--- config.mk ---
export PLATFORM = sky130hd
export DESIGN_NAME = auf_link
export DESIGN_NICKNAME = d
export VERILOG_FILES = /design/src/hw/auf_pkg.sv /design/src/hw/auf_char_if.sv /design/src/hw/auf_uart_char.sv /design/src/hw/auf_link.sv
export VERILOG_INCLUDE_DIRS = /design/src /design/src/hw
export SDC_FILE = /design/constraint.sdc
export NUM_CORES = 1
export LEC_CHECK = 0
export ABC_AREA = 1
export BUFFER_PORTS_ARGS = -buffer_cell sky130_fd_sc_hd__buf_2
export CAP_MARGIN = 30
export CORE_MARGIN = 2
export CORE_UTILIZATION = 52
export CTS_CLUSTER_DIAMETER = 150
export DETAILED_ROUTE_END_ITERATION = 12
export PLACE_DENSITY = 0.77
export SETUP_SLACK_MARGIN = 0.15
export SYNTH_ARGS = -nofsm -noshare
export SYNTH_HDL_FRONTEND = slang
export SYNTH_SLANG_ARGS = --single-unit
--- constraint.sdc ---
create_clock -name CLK -period 1.5 [get_ports CLK]
set_input_delay 0.075 -clock CLK [delete_from_list [all_inputs] [get_ports CLK]]
set_output_delay 0.075 -clock CLK [all_outputs]
set_load 0.05 [all_outputs]
--- src/hw/auf_cfg.svh ---
`ifndef AUF_CFG_SVH
`define AUF_CFG_SVH

// system clock and line rate
`define AUF_CLK_HZ        40000000
`define AUF_BAUD          115200
`define AUF_BIT_CYCLES    (`AUF_CLK_HZ / `AUF_BAUD)
`define AUF_DATA_BITS     8

// idle time on the send request between two outgoing packets
`define AUF_GAP_TIME_NS   50000
`define AUF_GAP_CYCLES    ((`AUF_GAP_TIME_NS * (`AUF_CLK_HZ / 1000000) + 999) / 1000)

// framing bytes
`define AUF_FLAG          8'h7e
`define AUF_ESC           8'h7d
`define AUF_XOR           8'h20

`endif

--- src/hw/auf_pkg.sv ---
package auf_pkg;

    typedef enum logic [6:0] {
        TX_IDLE  = 7'h01,
        TX_REQ   = 7'h02,
        TX_OPEN  = 7'h04,
        TX_DATA  = 7'h08,
        TX_CLOSE = 7'h10,
        TX_FIN   = 7'h20,
        TX_GAP   = 7'h40
    } auf_tx_state_t;

    typedef logic [7:0] auf_byte_t;

endpackage

--- src/hw/auf_char_if.sv ---
`timescale 1ns/1ps
interface auf_char_if;
    auf_pkg::auf_byte_t tx_byte;
    logic               tx_start;
    logic               tx_busy;
    auf_pkg::auf_byte_t rx_byte;
    logic               rx_strobe;
    logic               rx_ferr;
    logic               rx_active;

    modport engine (
        input  tx_byte,
        input  tx_start,
        output tx_busy,
        output rx_byte,
        output rx_strobe,
        output rx_ferr,
        output rx_active
    );

    modport framer (
        output tx_byte,
        output tx_start,
        input  tx_busy,
        input  rx_byte,
        input  rx_strobe,
        input  rx_ferr,
        input  rx_active
    );
endinterface

--- src/hw/auf_uart_char.sv ---
`timescale 1ns/1ps
`include "auf_cfg.svh"
module auf_uart_char #(
    parameter int BIT_CYCLES = `AUF_BIT_CYCLES
) (
    input  wire logic   clk,
    input  wire logic   rst,
    input  wire logic   rxd,
    output logic        txd,
    auf_char_if.engine  ch
);
    localparam int CW = $clog2(BIT_CYCLES + 1);

    if (BIT_CYCLES < 16) begin : g_chk
        $error("auf_uart_char: BIT_CYCLES too small");
    end

    logic [8:0]    tx_sh;
    logic [3:0]    tx_bits;
    logic [CW-1:0] tx_cyc;
    logic          rxd_m;
    logic          rxd_s;
    logic [7:0]    rx_sh;
    logic [3:0]    rx_bits;
    logic [CW-1:0] rx_cyc;

    // start bit, eight data bits lsb first, one stop bit, no parity
    always_ff @(posedge clk) begin
        if (rst) begin
            txd        <= 1'b1;
            ch.tx_busy <= 1'b0;
            tx_sh      <= 9'h1ff;
            tx_bits    <= 4'h0;
            tx_cyc     <= '0;
        end else if (ch.tx_start && !ch.tx_busy) begin
            txd        <= 1'b0;
            tx_sh      <= {1'b1, ch.tx_byte};
            tx_bits    <= 4'h9;
            tx_cyc     <= CW'(BIT_CYCLES - 1);
            ch.tx_busy <= 1'b1;
        end else if (ch.tx_busy) begin
            if (tx_cyc != '0) begin
                tx_cyc <= tx_cyc - CW'(1);
            end else if (tx_bits != 4'h0) begin
                txd     <= tx_sh[0];
                tx_sh   <= {1'b1, tx_sh[8:1]};
                tx_bits <= tx_bits - 4'h1;
                tx_cyc  <= CW'(BIT_CYCLES - 1);
            end else begin
                ch.tx_busy <= 1'b0;
            end
        end
    end

    always_ff @(posedge clk) begin
        if (rst) begin
            rxd_m <= 1'b1;
            rxd_s <= 1'b1;
        end else begin
            rxd_m <= rxd;
            rxd_s <= rxd_m;
        end
    end

    // sample mid-bit; stop bit low reports a framing error
    always_ff @(posedge clk) begin
        if (rst) begin
            ch.rx_active <= 1'b0;
            ch.rx_strobe <= 1'b0;
            ch.rx_ferr   <= 1'b0;
            ch.rx_byte   <= 8'h00;
            rx_sh        <= 8'h00;
            rx_bits      <= 4'h0;
            rx_cyc       <= '0;
        end else begin
            ch.rx_strobe <= 1'b0;
            ch.rx_ferr   <= 1'b0;
            if (!ch.rx_active) begin
                if (!rxd_s) begin
                    ch.rx_active <= 1'b1;
                    rx_bits      <= 4'h0;
                    rx_cyc       <= CW'(BIT_CYCLES / 2);
                end
            end else if (rx_cyc != '0) begin
                rx_cyc <= rx_cyc - CW'(1);
            end else begin
                rx_cyc  <= CW'(BIT_CYCLES - 1);
                rx_bits <= rx_bits + 4'h1;
                if (rx_bits == 4'h0) begin
                    if (rxd_s) begin
                        ch.rx_active <= 1'b0;
                    end
                end else if (rx_bits != 4'h9) begin
                    rx_sh <= {rxd_s, rx_sh[7:1]};
                end else begin
                    ch.rx_active <= 1'b0;
                    ch.rx_byte   <= rx_sh;
                    ch.rx_strobe <= 1'b1;
                    ch.rx_ferr   <= !rxd_s;
                end
            end
        end
    end
endmodule

--- src/hw/auf_link.sv ---
`timescale 1ns/1ps
`include "auf_cfg.svh"
module auf_link #(
    parameter int BIT_CYCLES = `AUF_BIT_CYCLES,
    parameter int GAP_CYCLES = `AUF_GAP_CYCLES
) (
    input  wire logic       CLK,
    input  wire logic       SYS_RST,
    input  wire logic       RXD,
    input  wire logic       HOST_SEND_REQUEST_N,
    output logic            NODE_ACCEPT_GRANT_N,
    output logic            TXD,
    output logic            NODE_SEND_REQUEST_N,
    input  wire logic       HOST_ACCEPT_GRANT_N,
    input  wire logic [7:0] TX_DATA,
    input  wire logic       TX_VALID,
    input  wire logic       TX_LAST,
    output logic            TX_READY,
    output logic [7:0]      RX_DATA,
    output logic            RX_VALID,
    output logic            RX_END,
    output logic            RX_ERR,
    output logic            AWAKE
);
    localparam int GW = $clog2(GAP_CYCLES + 1);

    if (GAP_CYCLES < 1 || GAP_CYCLES > 4096) begin : g_chk
        $error("auf_link: GAP_CYCLES out of range");
    end

    function automatic logic needs_escape(input auf_pkg::auf_byte_t b);
        needs_escape = (b == `AUF_FLAG) || (b == `AUF_ESC);
    endfunction

    auf_char_if ch ();

    auf_uart_char #(
        .BIT_CYCLES (BIT_CYCLES)
    ) u_char (
        .clk (CLK),
        .rst (SYS_RST),
        .rxd (RXD),
        .txd (TXD),
        .ch  (ch.engine)
    );

    auf_pkg::auf_tx_state_t st;
    auf_pkg::auf_byte_t     hold;
    logic                   hold_valid;
    logic                   hold_last;
    logic                   esc_stage;
    logic                   sent_esc;
    logic [GW-1:0]          gap_cnt;
    logic                   cts_m;
    logic                   cts_s;
    logic                   req_m;
    logic                   req_s;
    logic                   rx_esc;
    logic                   rx_any;
    logic                   can_issue;

    assign can_issue = !ch.tx_busy && !ch.tx_start;

    // handshake inputs come from the companion's domain
    always_ff @(posedge CLK) begin
        if (SYS_RST) begin
            cts_m <= 1'b1;
            cts_s <= 1'b1;
            req_m <= 1'b1;
            req_s <= 1'b1;
        end else begin
            cts_m <= HOST_ACCEPT_GRANT_N;
            cts_s <= cts_m;
            req_m <= HOST_SEND_REQUEST_N;
            req_s <= req_m;
        end
    end

    // transmit packet sequencer
    always_ff @(posedge CLK) begin
        if (SYS_RST) begin
            st                  <= auf_pkg::TX_IDLE;
            NODE_SEND_REQUEST_N <= 1'b1;
            TX_READY            <= 1'b0;
            ch.tx_start         <= 1'b0;
            ch.tx_byte          <= 8'h00;
            hold                <= 8'h00;
            hold_valid          <= 1'b0;
            hold_last           <= 1'b0;
            esc_stage           <= 1'b0;
            gap_cnt             <= '0;
        end else begin
            ch.tx_start <= 1'b0;
            if (TX_READY && TX_VALID) begin
                hold       <= TX_DATA;
                hold_last  <= TX_LAST;
                hold_valid <= 1'b1;
                TX_READY   <= 1'b0;
            end
            case (st)
                auf_pkg::TX_IDLE: begin
                    if (TX_VALID) begin
                        NODE_SEND_REQUEST_N <= 1'b0;
                        st                  <= auf_pkg::TX_REQ;
                    end
                end
                auf_pkg::TX_REQ: begin
                    if (!cts_s) begin
                        st <= auf_pkg::TX_OPEN;
                    end
                end
                auf_pkg::TX_OPEN: begin
                    if (can_issue) begin
                        ch.tx_byte  <= `AUF_FLAG;
                        ch.tx_start <= 1'b1;
                        TX_READY    <= 1'b1;
                        st          <= auf_pkg::TX_DATA;
                    end
                end
                auf_pkg::TX_DATA: begin
                    // grant is not looked at again until the packet is out
                    if (hold_valid && can_issue) begin
                        ch.tx_start <= 1'b1;
                        if (needs_escape(hold) && !esc_stage) begin
                            ch.tx_byte <= `AUF_ESC;
                            esc_stage  <= 1'b1;
                        end else begin
                            ch.tx_byte <= esc_stage ? (hold ^ `AUF_XOR) : hold;
                            esc_stage  <= 1'b0;
                            hold_valid <= 1'b0;
                            if (hold_last) begin
                                st <= auf_pkg::TX_CLOSE;
                            end else begin
                                TX_READY <= 1'b1;
                            end
                        end
                    end
                end
                auf_pkg::TX_CLOSE: begin
                    if (can_issue) begin
                        ch.tx_byte  <= `AUF_FLAG;
                        ch.tx_start <= 1'b1;
                        st          <= auf_pkg::TX_FIN;
                    end
                end
                auf_pkg::TX_FIN: begin
                    if (can_issue) begin
                        NODE_SEND_REQUEST_N <= 1'b1;
                        gap_cnt             <= GW'(GAP_CYCLES - 1);
                        st                  <= auf_pkg::TX_GAP;
                    end
                end
                auf_pkg::TX_GAP: begin
                    if (gap_cnt != '0) begin
                        gap_cnt <= gap_cnt - GW'(1);
                    end else begin
                        st <= auf_pkg::TX_IDLE;
                    end
                end
                default: begin
                    st                  <= auf_pkg::TX_IDLE;
                    NODE_SEND_REQUEST_N <= 1'b1;
                end
            endcase
        end
    end

    // receive deframer; grant simply follows the companion's request
    always_ff @(posedge CLK) begin
        if (SYS_RST) begin
            NODE_ACCEPT_GRANT_N <= 1'b1;
            RX_DATA             <= 8'h00;
            RX_VALID            <= 1'b0;
            RX_END              <= 1'b0;
            RX_ERR              <= 1'b0;
            rx_esc              <= 1'b0;
            rx_any              <= 1'b0;
        end else begin
            NODE_ACCEPT_GRANT_N <= req_s;
            RX_VALID            <= 1'b0;
            RX_END              <= 1'b0;
            RX_ERR              <= ch.rx_ferr;
            if (ch.rx_strobe && !ch.rx_ferr) begin
                if (ch.rx_byte == `AUF_FLAG) begin
                    RX_END <= rx_any;
                    rx_any <= 1'b0;
                    rx_esc <= 1'b0;
                end else if (ch.rx_byte == `AUF_ESC) begin
                    rx_esc <= 1'b1;
                end else begin
                    RX_DATA  <= rx_esc ? (ch.rx_byte ^ `AUF_XOR) : ch.rx_byte;
                    RX_VALID <= 1'b1;
                    rx_esc   <= 1'b0;
                    rx_any   <= 1'b1;
                end
            end
        end
    end

    // awake while any line or transfer is active, else lowest power
    always_ff @(posedge CLK) begin
        if (SYS_RST) begin
            AWAKE <= 1'b0;
        end else begin
            AWAKE <= (st != auf_pkg::TX_IDLE) || ch.rx_active || !req_s
                     || ch.rx_strobe || TX_VALID;
        end
    end

    always_ff @(posedge CLK) begin
        if (SYS_RST) begin
            sent_esc <= 1'b0;
        end else if (ch.tx_start) begin
            sent_esc <= (ch.tx_byte == `AUF_ESC);
        end
    end
endmodule

==> results by group <==
Detailed routing
  – Met2 wire len: between 9000 and 10000 um
  – Iter 0 DRT Violations: 395
  – Met3 WL: around 1000 um
  – ANT nets after route: 0
  – Top layer in use: met4
  – DRT Wirelength: ~18000 um
  – Drt drc: 0
  – Vias per cell: around 5.7
  – DR WL/cell: 17.7 um
  – Via count: 5670
  – Met1 WL: roughly 6500 um
  – Drt pass-1 iters: 5

Timing
  – Setup-failing EPs final: 48
  – Highest Clock Rate: 0.599 GHz
  – Min Clock Period, post-route: 1670 ps
  – Tightest Pin Transition: 646 ps
  – Clk_skew: 9.59 ps
  – Setup ws final: -169 ps
  – Slew Viols, Final: 0
  – Final-report hold violation count: 0
  – Total negative setup slack: -3900 ps
  – Slew HR: 0.569
  – Unrepaired setup endpoints after global routing: yes
  – Final period util: 1.11

Clocking
  – Max clock buf depth: 2
  – Clk pin slew, worst setup/hold paths: 60 ps
  – CTS sink count: between 100 and 150
  – H-tree levels: 4
  – Clock Tree Root: clkbuf_8
  – Cts bufs inserted: 17
  – CTS tree: built
  – Insertion delay to the later sink of the worst-skew pair: 540 ps

Logic synthesis
  – Yosys warns: 0
  – Most common cell in the netlist: nand2_1
  – Async set-or-reset flop fraction in the synthesized netlist: 0
  – Synth top area share: 0.444
  – Post-Syn Area: 0.00523 sq mm
  – Post-Syn Area per Cell: between 7 and 8 sq um
  – Top FF cell, synth: dfxtp_1
  – Largest cells by area after synthesis: dfxtp_1 (44%), nand2_1 (9.0%), nor2_1 (6.8%), inv_1 (6.2%), a21oi_1 (5.5%)
  – Flops & latches, synth: 116
  – Post-synthesis sequential area ratio: 0.444
  – Synth area leader: dfxtp_1
  – Number of synthesized flops with an enable pin: 0
  – Yosys cell types: 40
  – Post-Syn Nets: 734
  – Post-synth top cells: nand2_1 (125), dfxtp_1 (116), nor2_1 (95)
  – Cells after Synth: roughly 710

Pwr
  – P_int: 0.00736 W
  – PD cells: 1410 mW/mm^2
  – Part of the power in registers: 0.323
  – Logic pwr share: 0.310
  – Peak VDD IR: 1.28 mV
  – Pleak: 3.38 nW
  – Clock power share: 0.367
  – Net switching power: 0.00377 W
  – Net Sw Frac: 0.339

Worst setup path
  – CP peak stage delay: between 300 and 400 ps
  – Slowest CP cell: dfxtp_2
  – CP Cell Sequence: inv_2, ha_4, inv_2, nor2_1, nand3_1, nor2_4, nor2_4, nor2_4, buf_4, nand4_1, nand2_1, nor2_1
  – Worst Path Arrival: between 2000 and 2500 ps
  – Worst EP required: 1930 ps
  – CP startpoint kind: flip-flop
  – Crit path top cell by count: nor2_4
  – Critical Path End Type: flip-flop
  – CP Max Fanout: 4
  – Crit path max-delay family: simple AND/OR/NAND/NOR gates
  – Worst Path Buf+Inv: 3
  – Critical path class: flip-flop to flip-flop

Outcome
  – Run status: finished, violations left
  – Failing checks: negative setup slack

Global route
  – First-pass GRT wire length: 25100 um
  – Largest net degree at the start of global routing: 32
  – Remaining global-route overflow: 0
  – Initial antenna violation count: 0
  – All-Layer GR Usage: 0.285
  – Vias in the first global route: 5425

Cells and area
  – Most flops, register: gap_cnt
  – Largest register FFs: 11
  – Final Cell Area: 0.00790 sq mm
  – Fraction of layout cells with a size suffix above 1: 0.441
  – Biggest registers after layout: gap_cnt (11), u_char.rx_cyc (9), u_char.tx_cyc (9)
  – Area Growth Syn to Fin: 50.9%
  – # diodes: 0
  – Fillers: around 550
  – Post-Layout Cell Count: 992
  – Fin nets: just under 900

Hold path
  – Worst hold path type: input pin to flip-flop

Place
  – GPL Wtd Cong: 0.905
  – Dpl cell area: 0.00598 sq mm
  – Port buffer count: 30
  – Cells after DPL: around 900
  – Place WS: -79.8 ps
  – DP Wirelength: 8670 um

Die
  – Die area: 0.0109 sq mm
  – Ports: 31
  – Core ar.: approximately 0.0098 sq mm
  – Die Y: 104 um
  – Site Rows: 36
  – Die W: between 100 and 150 um
  – Starting Density: 0.535

Run
  – Max Cap Viol: 0
## cells in the final DEF (no fill, tap or decap), types with 16 or more instances in the layout
cell type / netlist / routed
nor2_4: 6 / 25
nor2_1: 95 / 69
buf_6: 3 / 25
inv_2: 2 / 20
inv_1: 87 / 62
a21oi_2: 0 / 30
buf_2: 4 / 30
dfxtp_2: 0 / 18
nand2_2: 2 / 21
nand3_1: 48 / 34
buf_4: 0 / 63
a21oi_1: 58 / 27
nand2_1: 125 / 95
clkbuf_16: 0 / 16
o21ai_2: 1 / 20
dfxtp_1: 116 / 97
o21ai_0: 54 / 16
## power by group through the flow
stage          Combinational (W)  Clock, W  Sequential (W)
6_report                 0.00345   0.00409         0.00360
2_1_floorplan            0.00171         0         0.00362
5_1_grt                  0.00374   0.00422         0.00362
3_3_place_gp             0.00236         0         0.00356
4_1_cts                  0.00285   0.00404         0.00355
3_5_place_dp             0.00242         0         0.00358
## worst paths after layout
| path | to | cells past startpoint | slack (ps) | startpoint |
|---|---|---|---|---|
| hold reg to reg | req_s | 1 | 410 | req_m |
| setup reg to reg | st[2] | 12 | -170 | gap_cnt[1] |
| setup / recovery | st[2] | 12 | -170 | gap_cnt[1] |
| hold / removal | u_char.ch.rx_strobe | 3 | 110 | SYS_RST |
## worst min-delay path, cell delays in order
cell and delay (ps):
buf_2 110, buf_4 270, nor2_4 150
## stage by stage
stage	util	hold WS, ps	total power [W]
after floorplan	-	179	0.00533
after global placement	0.612	257	0.00592
after detailed placement	0.612	262	0.00600
after CTS	0.749	80.5	0.0104
after global routing	0.808	136	0.0116
final	0.808	109	0.0111
## area by class of cell
| type | count | area, sq um | share of cell area |
|---|---|---|---|
| clock inverter | 10 | 130 | 0.0165 |
| inverter | 89 | 372 | 0.0471 |
| clock buffer | 21 | 459 | 0.0582 |
| sequential | 116 | 2350 | 0.297 |
| tap | 133 | 166 | 0.0211 |
| multi-input combinational | 488 | 3320 | 0.420 |
| timing repair buffer | 134 | 1090 | 0.139 |
| timing repair inverter | 1 | 7.51 | 0.000951 |
## what timing repair did
action | 4_1_cts | 5_1_grt
pin swaps | 43 | 48
hold buffers | 13 | 0
cloned | 3 | 1
gates resized for setup | 139 | 133
setup buffers | 19 | 17
hold endpoints to repair | 13 | 0
setup endpoints to repair | 88 | 91
## per-layer routing
layer,GRT usage,up-vias
met5,0,-
met4,0.0975,0
met3,0.0645,76
met2,0.532,248
met1,0.314,2737
li1,-,2609
## kinds of logic after synthesis
logic type / Yosys count / share of synthesized area
AO/OA/AOI/OAI: 136 / 0.145
XOR/XNOR: 11 / 0.0184
adder cells (fa/ha/maj): 8 / 0.0191
flip-flops: 116 / 0.444
buffers and inverters: 110 / 0.0842
AND/OR/NAND/NOR: 330 / 0.289
Power figures use the tool's default switching activity.
